<file path="config.mk">
export PLATFORM = sky130hd
export DESIGN_NAME = ssu_segment_select
export DESIGN_NICKNAME = d
export VERILOG_FILES = /design/src/verilog/ssu_segment_select.v
export VERILOG_INCLUDE_DIRS = /design/src /design/src/verilog
export SDC_FILE = /design/constraint.sdc
export NUM_CORES = 1
export LEC_CHECK = 0
export ABC_CLOCK_PERIOD_IN_PS = 5700
export BUFFER_PORTS_ARGS = -buffer_cell sky130_fd_sc_hd__buf_4
export CORE_ASPECT_RATIO = 1.5
export CORE_MARGIN = 2
export CORE_UTILIZATION = 31
export DETAILED_ROUTE_END_ITERATION = 16
export GPL_TIMING_DRIVEN = 0
export PLACE_DENSITY_LB_ADDON = 0.1
export SYNTH_ARGS = -nofsm -noshare
export SYNTH_HDL_FRONTEND = slang
export SYNTH_SLANG_ARGS = --single-unit
</file>
<file path="constraint.sdc">
create_clock -name ref_clk -period 5.7 [get_ports ref_clk]
set_input_delay 0.57 -clock ref_clk [delete_from_list [all_inputs] [get_ports ref_clk]]
set_output_delay 0.57 -clock ref_clk [all_outputs]
set_load 0.01 [all_outputs]
</file>
<file path="src/verilog/ssu_defines.vh">
// Constants for the segment select unit
`ifndef SSU_DEFINES_VH
`define SSU_DEFINES_VH
// Reference kinds, 3-bit code
`define SSU_REF_FETCH   3'h0
`define SSU_REF_STACK   3'h1
`define SSU_REF_VAR     3'h2
`define SSU_REF_STR_SRC 3'h3
`define SSU_REF_STR_DST 3'h4
`define SSU_REF_BP      3'h5
// Segment select codes
`define SSU_SEG_EXTRA   2'h0
`define SSU_SEG_CODE    2'h1
`define SSU_SEG_STACK   2'h2
`define SSU_SEG_DATA    2'h3
// Address forming
`define SSU_SEG_SHIFT   4
`define SSU_STACK_STEP  16'h0002
`define SSU_BYTE_STEP   16'h0001
`define SSU_WORD_STEP   16'h0002
`define SSU_ZERO16      16'h0000
`define SSU_ZERO20      20'h00000
`define SSU_ZERO4       4'h0
`define SSU_ZERO32      32'h00000000
// Overrides honoured per kind, one bit per segment code
`define SSU_OVR_NONE    4'h0
`define SSU_OVR_VAR     4'h7
`define SSU_OVR_BP      4'hb
`define SSU_OVR_ANY     4'hf
// String index entries, packed side by side
`define SSU_IDX_NUM     2
`define SSU_IDX_W       16
`define SSU_SRC_LSB     0
`define SSU_DST_LSB     16
// State codes, one-hot
`define SSU_ST_IDLE     2'h1
`define SSU_ST_BUSY     2'h2
`endif

</file>
<file path="src/verilog/ssu_segment_select.v">
// Segment select and physical address forming for a segmented bus interface
`timescale 1ns/100ps
`include "ssu_defines.vh"

module ssu_segment_select (
  // Clock and reset
  input  wire        ref_clk,
  input  wire        reset,
  input  wire        clk_en,
  // Segment bases from the execution unit
  input  wire [15:0] code_segment_base,
  input  wire [15:0] data_segment_base,
  input  wire [15:0] extra_segment_base,
  input  wire [15:0] stack_segment_base,
  // Offset sources
  input  wire [15:0] instruction_pointer,
  input  wire [15:0] effective_address,
  // Index and stack loads
  input  wire        index_load,
  input  wire [15:0] source_index_in,
  input  wire [15:0] destination_index_in,
  input  wire        stack_load,
  input  wire [15:0] stack_top_in,
  // Reference request
  input  wire        ref_valid,
  input  wire [2:0]  ref_kind,
  input  wire        override_valid,
  input  wire [1:0]  override_seg,
  input  wire        stack_push,
  input  wire        str_word,
  input  wire        str_down,
  // Result
  output wire        ref_ready,
  output reg         addr_valid,
  output reg  [19:0] phys_addr,
  output reg  [1:0]  seg_used,
  output reg  [15:0] offset_used,
  output wire [15:0] source_index,
  output wire [15:0] destination_index,
  output wire [15:0] stack_top_offset
);

  // State codes, one-hot
  localparam ST_IDLE = `SSU_ST_IDLE;
  localparam ST_BUSY = `SSU_ST_BUSY;

  // Handshake state
  reg  [1:0]  state_r;
  reg  [1:0]  state_nxt;
  wire        take;

  // Next values of the result registers
  reg         addr_valid_nxt;
  reg  [19:0] phys_addr_nxt;
  reg  [1:0]  seg_used_nxt;
  reg  [15:0] offset_used_nxt;

  // String index entries, source in the low half
  reg  [31:0] idx_r;
  wire [31:0] idx_nxt;
  wire [31:0] idx_load_bus;
  wire [1:0]  idx_hit;
  wire [15:0] str_step;
  genvar      g;

  // Stack top
  reg  [15:0] sp_r;
  reg  [15:0] sp_nxt;
  wire [15:0] sp_dec;
  wire [15:0] sp_inc;

  // Reference decode
  wire        kind_stack;
  wire        kind_str_src;
  wire        kind_str_dst;
  reg  [1:0]  seg_dflt;
  reg  [3:0]  ovr_mask;
  wire        ovr_ok;
  wire [1:0]  seg_sel;
  reg  [15:0] off_sel;

  // Address forming
  reg  [15:0] seg_base;
  wire [19:0] base_shifted;
  wire [19:0] off_wide;
  wire [19:0] addr_sum;

  // Level outputs straight from the registers
  assign source_index      = idx_r[`SSU_SRC_LSB +: `SSU_IDX_W];
  assign destination_index = idx_r[`SSU_DST_LSB +: `SSU_IDX_W];
  assign stack_top_offset  = sp_r;

  // One request every other cycle; the result register frees next cycle
  assign ref_ready = (state_r == ST_IDLE);
  assign take      = ref_valid && ref_ready;

  // Only these kinds move the index or stack registers
  assign kind_stack   = (ref_kind == `SSU_REF_STACK);
  assign kind_str_src = (ref_kind == `SSU_REF_STR_SRC);
  assign kind_str_dst = (ref_kind == `SSU_REF_STR_DST);

  // Default segment and the overrides each kind honours
  always @* begin
    seg_dflt = `SSU_SEG_DATA;
    ovr_mask = `SSU_OVR_NONE;
    case (ref_kind)
      `SSU_REF_FETCH: begin
        seg_dflt = `SSU_SEG_CODE;
        ovr_mask = `SSU_OVR_NONE;
      end
      `SSU_REF_STACK: begin
        seg_dflt = `SSU_SEG_STACK;
        ovr_mask = `SSU_OVR_NONE;
      end
      `SSU_REF_VAR: begin
        seg_dflt = `SSU_SEG_DATA;
        ovr_mask = `SSU_OVR_VAR;
      end
      `SSU_REF_STR_SRC: begin
        seg_dflt = `SSU_SEG_DATA;
        ovr_mask = `SSU_OVR_ANY;
      end
      `SSU_REF_STR_DST: begin
        seg_dflt = `SSU_SEG_EXTRA;
        ovr_mask = `SSU_OVR_NONE;
      end
      `SSU_REF_BP: begin
        seg_dflt = `SSU_SEG_STACK;
        ovr_mask = `SSU_OVR_BP;
      end
      default: begin
        // Unknown kinds act as plain variables without override
        seg_dflt = `SSU_SEG_DATA;
        ovr_mask = `SSU_OVR_NONE;
      end
    endcase
  end

  // A prefix naming a segment the kind does not allow leaves the default
  assign ovr_ok  = override_valid && ovr_mask[override_seg];
  assign seg_sel = ovr_ok ? override_seg : seg_dflt;

  // Offset source per kind
  always @* begin
    off_sel = effective_address;
    case (ref_kind)
      `SSU_REF_FETCH: begin
        off_sel = instruction_pointer;
      end
      `SSU_REF_STACK: begin
        // Push uses the already lowered pointer as its address
        off_sel = stack_push ? sp_dec : sp_r;
      end
      `SSU_REF_STR_SRC: begin
        off_sel = source_index;
      end
      `SSU_REF_STR_DST: begin
        off_sel = destination_index;
      end
      default: begin
        off_sel = effective_address;
      end
    endcase
  end

  // Base register lookup
  always @* begin
    case (seg_sel)
      `SSU_SEG_CODE: begin
        seg_base = code_segment_base;
      end
      `SSU_SEG_STACK: begin
        seg_base = stack_segment_base;
      end
      `SSU_SEG_DATA: begin
        seg_base = data_segment_base;
      end
      default: begin
        // Extra segment doubles as the fallback
        seg_base = extra_segment_base;
      end
    endcase
  end

  // Base shifted up by four bits, offset zero-extended to the bus width
  assign base_shifted = {`SSU_ZERO4, seg_base} << `SSU_SEG_SHIFT;
  assign off_wide     = {`SSU_ZERO4, off_sel};
  // Wraps at 1 MiB, as a 20-bit bus does
  assign addr_sum     = base_shifted + off_wide;

  // Handshake state
  always @* begin
    state_nxt = state_r;
    case (state_r)
      ST_IDLE: begin
        if (ref_valid) begin
          state_nxt = ST_BUSY;
        end
      end
      ST_BUSY: begin
        state_nxt = ST_IDLE;
      end
      default: begin
        state_nxt = ST_IDLE;
      end
    endcase
  end

  // Result capture; the address stands until the next accepted request
  always @* begin
    addr_valid_nxt  = take;
    phys_addr_nxt   = phys_addr;
    seg_used_nxt    = seg_used;
    offset_used_nxt = offset_used;
    if (take) begin
      phys_addr_nxt   = addr_sum;
      seg_used_nxt    = seg_sel;
      offset_used_nxt = off_sel;
    end
  end

  // Index load values and step requests, source entry first
  assign idx_load_bus = {destination_index_in, source_index_in};
  assign idx_hit      = {kind_str_dst, kind_str_src};
  assign str_step     = str_word ? `SSU_WORD_STEP : `SSU_BYTE_STEP;

  // One copy of the step logic per string index
  generate
    for (g = 0; g < `SSU_IDX_NUM; g = g + 1) begin : g_idx
      wire [15:0] cur;
      wire [15:0] stepped;
      wire [15:0] loaded;
      assign cur     = idx_r[g*`SSU_IDX_W +: `SSU_IDX_W];
      assign loaded  = idx_load_bus[g*`SSU_IDX_W +: `SSU_IDX_W];
      // Direction comes from the execution unit's direction flag
      assign stepped = str_down ? cur - str_step : cur + str_step;
      // Loads win over the automatic step so software can reposition
      assign idx_nxt[g*`SSU_IDX_W +: `SSU_IDX_W] = index_load ? loaded :
                                                   (take && idx_hit[g]) ? stepped : cur;
    end
  endgenerate

  // Pointer moves; a push addresses the lowered value, a pop the old one
  assign sp_dec = sp_r - `SSU_STACK_STEP;
  assign sp_inc = sp_r + `SSU_STACK_STEP;

  // Stack top: a load wins, else each accepted stack reference moves it a word
  always @* begin
    sp_nxt = sp_r;
    if (stack_load) begin
      sp_nxt = stack_top_in;
    end else if (take && kind_stack) begin
      sp_nxt = stack_push ? sp_dec : sp_inc;
    end
  end

  // Handshake state register
  always @(posedge ref_clk or posedge reset) begin
    if (reset) begin
      state_r <= ST_IDLE;
    end else if (clk_en) begin
      state_r <= state_nxt;
    end
  end

  // Answer pulse; clk_en low stretches it, so stall only between requests
  always @(posedge ref_clk or posedge reset) begin
    if (reset) begin
      addr_valid <= 1'b0;
    end else if (clk_en) begin
      addr_valid <= addr_valid_nxt;
    end
  end

  // Held result registers
  always @(posedge ref_clk or posedge reset) begin
    if (reset) begin
      phys_addr   <= `SSU_ZERO20;
      seg_used    <= `SSU_SEG_DATA;
      offset_used <= `SSU_ZERO16;
    end else if (clk_en) begin
      phys_addr   <= phys_addr_nxt;
      seg_used    <= seg_used_nxt;
      offset_used <= offset_used_nxt;
    end
  end

  // Index registers
  always @(posedge ref_clk or posedge reset) begin
    if (reset) begin
      idx_r <= `SSU_ZERO32;
    end else if (clk_en) begin
      idx_r <= idx_nxt;
    end
  end

  // Stack top register
  always @(posedge ref_clk or posedge reset) begin
    if (reset) begin
      sp_r <= `SSU_ZERO16;
    end else if (clk_en) begin
      sp_r <= sp_nxt;
    end
  end

endmodule
</file>
==> results.txt <==
- In this run the power density over the cells is around 340 nW/um2.
- Final Hold Viols: 0
- The floorplan step defined a die boundary enclosing roughly 25000 um2.
- In this run the mean area of a mapped cell was a little under 8 um2.
- After detailed routing, the number of remaining DRC violations is 0.
- Number of detailed-route iterations in the first pass: 5
* Via count of the first global-routing pass: 7916
- The core region is 23700 um2.
- Dividing the detail-routed wire length by the instance count gives 19.7 um.
- For this design the static power due to leakage is approximately 4.6 nW.
* Finish-stage setup viols: 0
* Count of yosys warnings during synthesis: 0
- GRT Total Usage: 23.4%
* Top-area cell type share of the netlist area: 27.5%
- The worst setup path is captured at a register.
- The tree is rooted in a sky130_fd_sc_hd__clkbuf_16.
- Pins Over Slew Limit: 0
- Number of inserted diodes: 0
* Synth Cell Area: 7450 um2
* Run status: finished clean
- After clock tree synthesis, the clock-pin slew on the worst setup and hold paths is 70 ps.
- Sequential cell area: 2130 um2
* Combined area of the multi-input logic cells: 4930 um2
- Entering global routing, the biggest net connects between 60 and 70 pins.
* Instance area at placement: just under 10000 um2
- Worst endpoint data arrival time: 4430 ps
- For the pin with the worst max-slew slack, the measured transition is 789 ps.
- Critical setup path kind: in2reg
- Primary flip-flop cell chosen by synthesis mapping: sky130_fd_sc_hd__dfrtp_1
* Last weighted congestion value of the routability-driven placer: 0.859
- The routed design has 30100 um of wire.
* Clock latency reported for the late side of the worst-skew pair: about 370 ps
- RSZ-0062 raised after global routing: false
- Synthesis produced a netlist whose cell count is 950.
- Final net count: around 1400
* Initial cell density of the core: between 30% and 40%
- The number of antenna violations at the first check in global routing is 0.
- Counting flops with a built-in enable in the synthesized netlist gives 0.
* Fraction of synthesis flops using an asynchronous set or reset pin: between 90% and 100%
- Maximum vdd drop: 0.162 mV
- Required time at the worst-slack endpoint: 5940 ps
- Worst Path Max Fanout: 10
- Via count: 8133
- After routing, the total negative slack on setup checks comes to 0 ps.
* Cell taking the most area after synthesis: sky130_fd_sc_hd__dfrtp_1
* Total nets after synthesis: 1156
* Max-capacitance violation count: 0
- Port buffering added 244 buffers.
- No sink is reached through more buffers than the 2 on the longest clock path.
- After clock tree synthesis, the flow added hold-fix buffers numbering 0.
* Remaining max-slew budget at the tightest pin: 47.4%
* Io pins: 247
- In the routed layout, each cell is associated on average with a via count of 5.32.
* Htree depth: 3
- Placed wire-length estimate after detailed placement: about 24000 um
- DRC marker count from the first detailed-route iteration: 441
* Sequential area share after synthesis: 28.6%
- Non-Filler Instances: 1530
- The post-route netlist has between 20% and 30% of its cells at a drive strength greater than 1.
- Number of clock sinks seen by CTS: 85
- Timing would allow up to approximately 0.24 GHz.
* Netlist cell types: 75
- Die height: between 150 and 200 um
- Clock tree from TritonCTS: built
- The first global-routing pass estimated ~45000 um of wire.
* Area added between synthesis and finish: 34.1%
* Number of setup buffers added after CTS: 0
- The number of gates resized after CTS was 0.
* Number of routed nets with antenna violations: 0
* # placed instances: ~1500
- Clock period minus worst slack: 4190 ps
- Post-synthesis sequential element count: 85
- After floorplanning, the core was divided into 69 placement rows.
* Total gr overflow: 0
- Hold Crit Class: in2async
- The worst setup path is launched from an input port.
- Summed area of non-filler cells in the final layout: between 9000 and 10000 um2
- Final Skew: 8.24 ps
- From left edge to right edge, the die measures 131 um.
- Final cycle utilization of the critical path: 73.5%
- The layout has 2540 filler cells.
- Main area contributors after synthesis: sky130_fd_sc_hd__dfrtp_1 28%, sky130_fd_sc_hd__ha_1 7.4%, sky130_fd_sc_hd__nand2_1 6.2%
* Num CTS Buffers: 9
## critical path, stage by stage
cell and delay (ps):
sky130_fd_sc_hd__buf_4 100, sky130_fd_sc_hd__buf_2 240, sky130_fd_sc_hd__o21ai_0 150, sky130_fd_sc_hd__o21ai_1 140, sky130_fd_sc_hd__clkbuf_1 410, sky130_fd_sc_hd__clkbuf_1 370
sky130_fd_sc_hd__nand2_1 110, sky130_fd_sc_hd__a31oi_1 350, sky130_fd_sc_hd__ha_1 290, sky130_fd_sc_hd__fa_1 230, sky130_fd_sc_hd__a21o_1 140, sky130_fd_sc_hd__a311o_1 210
sky130_fd_sc_hd__o22a_1 230, sky130_fd_sc_hd__nand2_1 70, sky130_fd_sc_hd__a21oi_1 300, sky130_fd_sc_hd__a31oi_1 130, sky130_fd_sc_hd__or3b_1 360
## worst paths after layout
path	slack [ps]	depth (start not counted)	from	to
worst min register to register	480	2	phys_addr[14]$_DFFE_PP0P_	phys_addr[14]$_DFFE_PP0P_
worst max register to register	1700	15	stack_top_offset[5]$_DFFE_PP0P_	phys_addr[19]$_DFFE_PP0P_
worst max-delay path	1510	17	ref_kind[2]	phys_addr[18]$_DFFE_PP0P_
worst min-delay path	190	2	reset	stack_top_offset[5]$_DFFE_PP0P_
min in group ref_clk	430	2	stack_top_in[0]	stack_top_offset[0]$_DFFE_PP0P_
max in group asynchronous	4800	3	reset	seg_used[1]$_DFFE_PP1P_
## sequential cells by signal, indices dropped and copies added (netlist names)
name and cells:
seg_used 2, offset_used 12, phys_addr 20, stack_top_offset 16, addr_valid 1, idx_r 32, state_r 2
## synthesized netlist by cell type (3+ instances only)
cell type,number
sky130_fd_sc_hd__xnor2_1,23
sky130_fd_sc_hd__a31oi_1,24
sky130_fd_sc_hd__o22a_1,14
sky130_fd_sc_hd__o21bai_1,6
sky130_fd_sc_hd__dfrtp_1,82
sky130_fd_sc_hd__a21oi_1,83
sky130_fd_sc_hd__nor2_1,62
sky130_fd_sc_hd__nand2_1,123
sky130_fd_sc_hd__o31ai_1,8
sky130_fd_sc_hd__o21ai_0,90
sky130_fd_sc_hd__a22oi_1,5
sky130_fd_sc_hd__or3_1,5
sky130_fd_sc_hd__nand3_1,21
sky130_fd_sc_hd__fa_1,3
sky130_fd_sc_hd__o22ai_1,6
sky130_fd_sc_hd__mux2i_1,14
sky130_fd_sc_hd__and3_1,27
sky130_fd_sc_hd__buf_2,10
sky130_fd_sc_hd__o21a_1,25
sky130_fd_sc_hd__buf_1,8
sky130_fd_sc_hd__a221oi_1,3
sky130_fd_sc_hd__a21boi_0,8
sky130_fd_sc_hd__xor2_1,19
sky130_fd_sc_hd__nor2b_1,8
sky130_fd_sc_hd__clkbuf_1,41
sky130_fd_sc_hd__ha_1,44
sky130_fd_sc_hd__mux2_2,14
sky130_fd_sc_hd__buf_4,5
sky130_fd_sc_hd__o211ai_1,3
sky130_fd_sc_hd__nand3b_1,8
sky130_fd_sc_hd__inv_1,28
sky130_fd_sc_hd__o21ai_1,8
sky130_fd_sc_hd__a21o_1,17
sky130_fd_sc_hd__a211oi_1,12
sky130_fd_sc_hd__nand4_1,5
sky130_fd_sc_hd__nor4_1,7
sky130_fd_sc_hd__a221o_1,3
sky130_fd_sc_hd__nand2b_1,7
sky130_fd_sc_hd__dfstp_2,3
sky130_fd_sc_hd__and2_1,4
sky130_fd_sc_hd__nor3_1,21
## final cells by class
| type | count | area share (%) |
|---|---|---|
| multi-input combinational | 770 | 49.3 |
| sequential | 85 | 21.3 |
| timing repair buffer | 245 | 18.6 |
| tap | 319 | 3.99 |
| buffer | 65 | 2.83 |
| clock buffer | 9 | 2.25 |
| inverter | 30 | 1.15 |
| clock inverter | 7 | 0.576 |
## through the flow
stage | total power, mW | setup WS (ps) | util, % | hold slack (ps)
final | 3.38 | 1510 | 42.3 | 187
after global routing | 3.63 | 1100 | 42.3 | 207
after CTS | 3.41 | 1520 | 42.3 | 188
after detailed placement | 2.80 | 1150 | 41.1 | 472
after global placement | 2.78 | 1180 | 40.9 | 464
after floorplan | 2.02 | 1970 | - | 476
## where the power goes
part | internal, mW | total, mW | switching (mW)
clock network | 0.301 | 0.593 | 0.292
registers | 0.803 | 1.01 | 0.207
logic | 0.841 | 1.78 | 0.937
## cell families (layout without fill, tap and decap cells)
group / after synthesis / after routing / synth area share, %
AOI/OAI and AO/OA: 335 / 335 / 28.0
adders and majority gates: 47 / 47 / 8.19
xor gates and xnor gates: 42 / 42 / 4.94
and+or+nand+nor: 318 / 318 / 21.0
DFF: 85 / 85 / 28.6
buffers and inverters: 95 / 356 / 5.31
muxes: 28 / 28 / 4.00
## per-layer routing
layer	part of all wire, %	vias up	wire (um)	global-route usage (%)
met1	40	3853	12100	28.2
met4	3.2	0	978	8.71
li1	-	3970	-	-
met5	0	-	0	0
met3	4.8	51	1440	3.59
met2	52	259	15600	41.4
## cell usage in the layout, fill, tap and decap left out, types with 21 or more instances in the layout
cell and n:
sky130_fd_sc_hd__buf_4 249, sky130_fd_sc_hd__nand2_1 123, sky130_fd_sc_hd__o21ai_0 90, sky130_fd_sc_hd__a21oi_1 83, sky130_fd_sc_hd__dfrtp_1 82, sky130_fd_sc_hd__nor2_1 62, sky130_fd_sc_hd__ha_1 44, sky130_fd_sc_hd__clkbuf_1 41
sky130_fd_sc_hd__inv_1 27, sky130_fd_sc_hd__and3_1 27, sky130_fd_sc_hd__o21a_1 25, sky130_fd_sc_hd__a31oi_1 24, sky130_fd_sc_hd__xnor2_1 23, sky130_fd_sc_hd__nand3_1 21, sky130_fd_sc_hd__nor3_1 21
No activity file was read; power rests on OpenSTA's default activity.
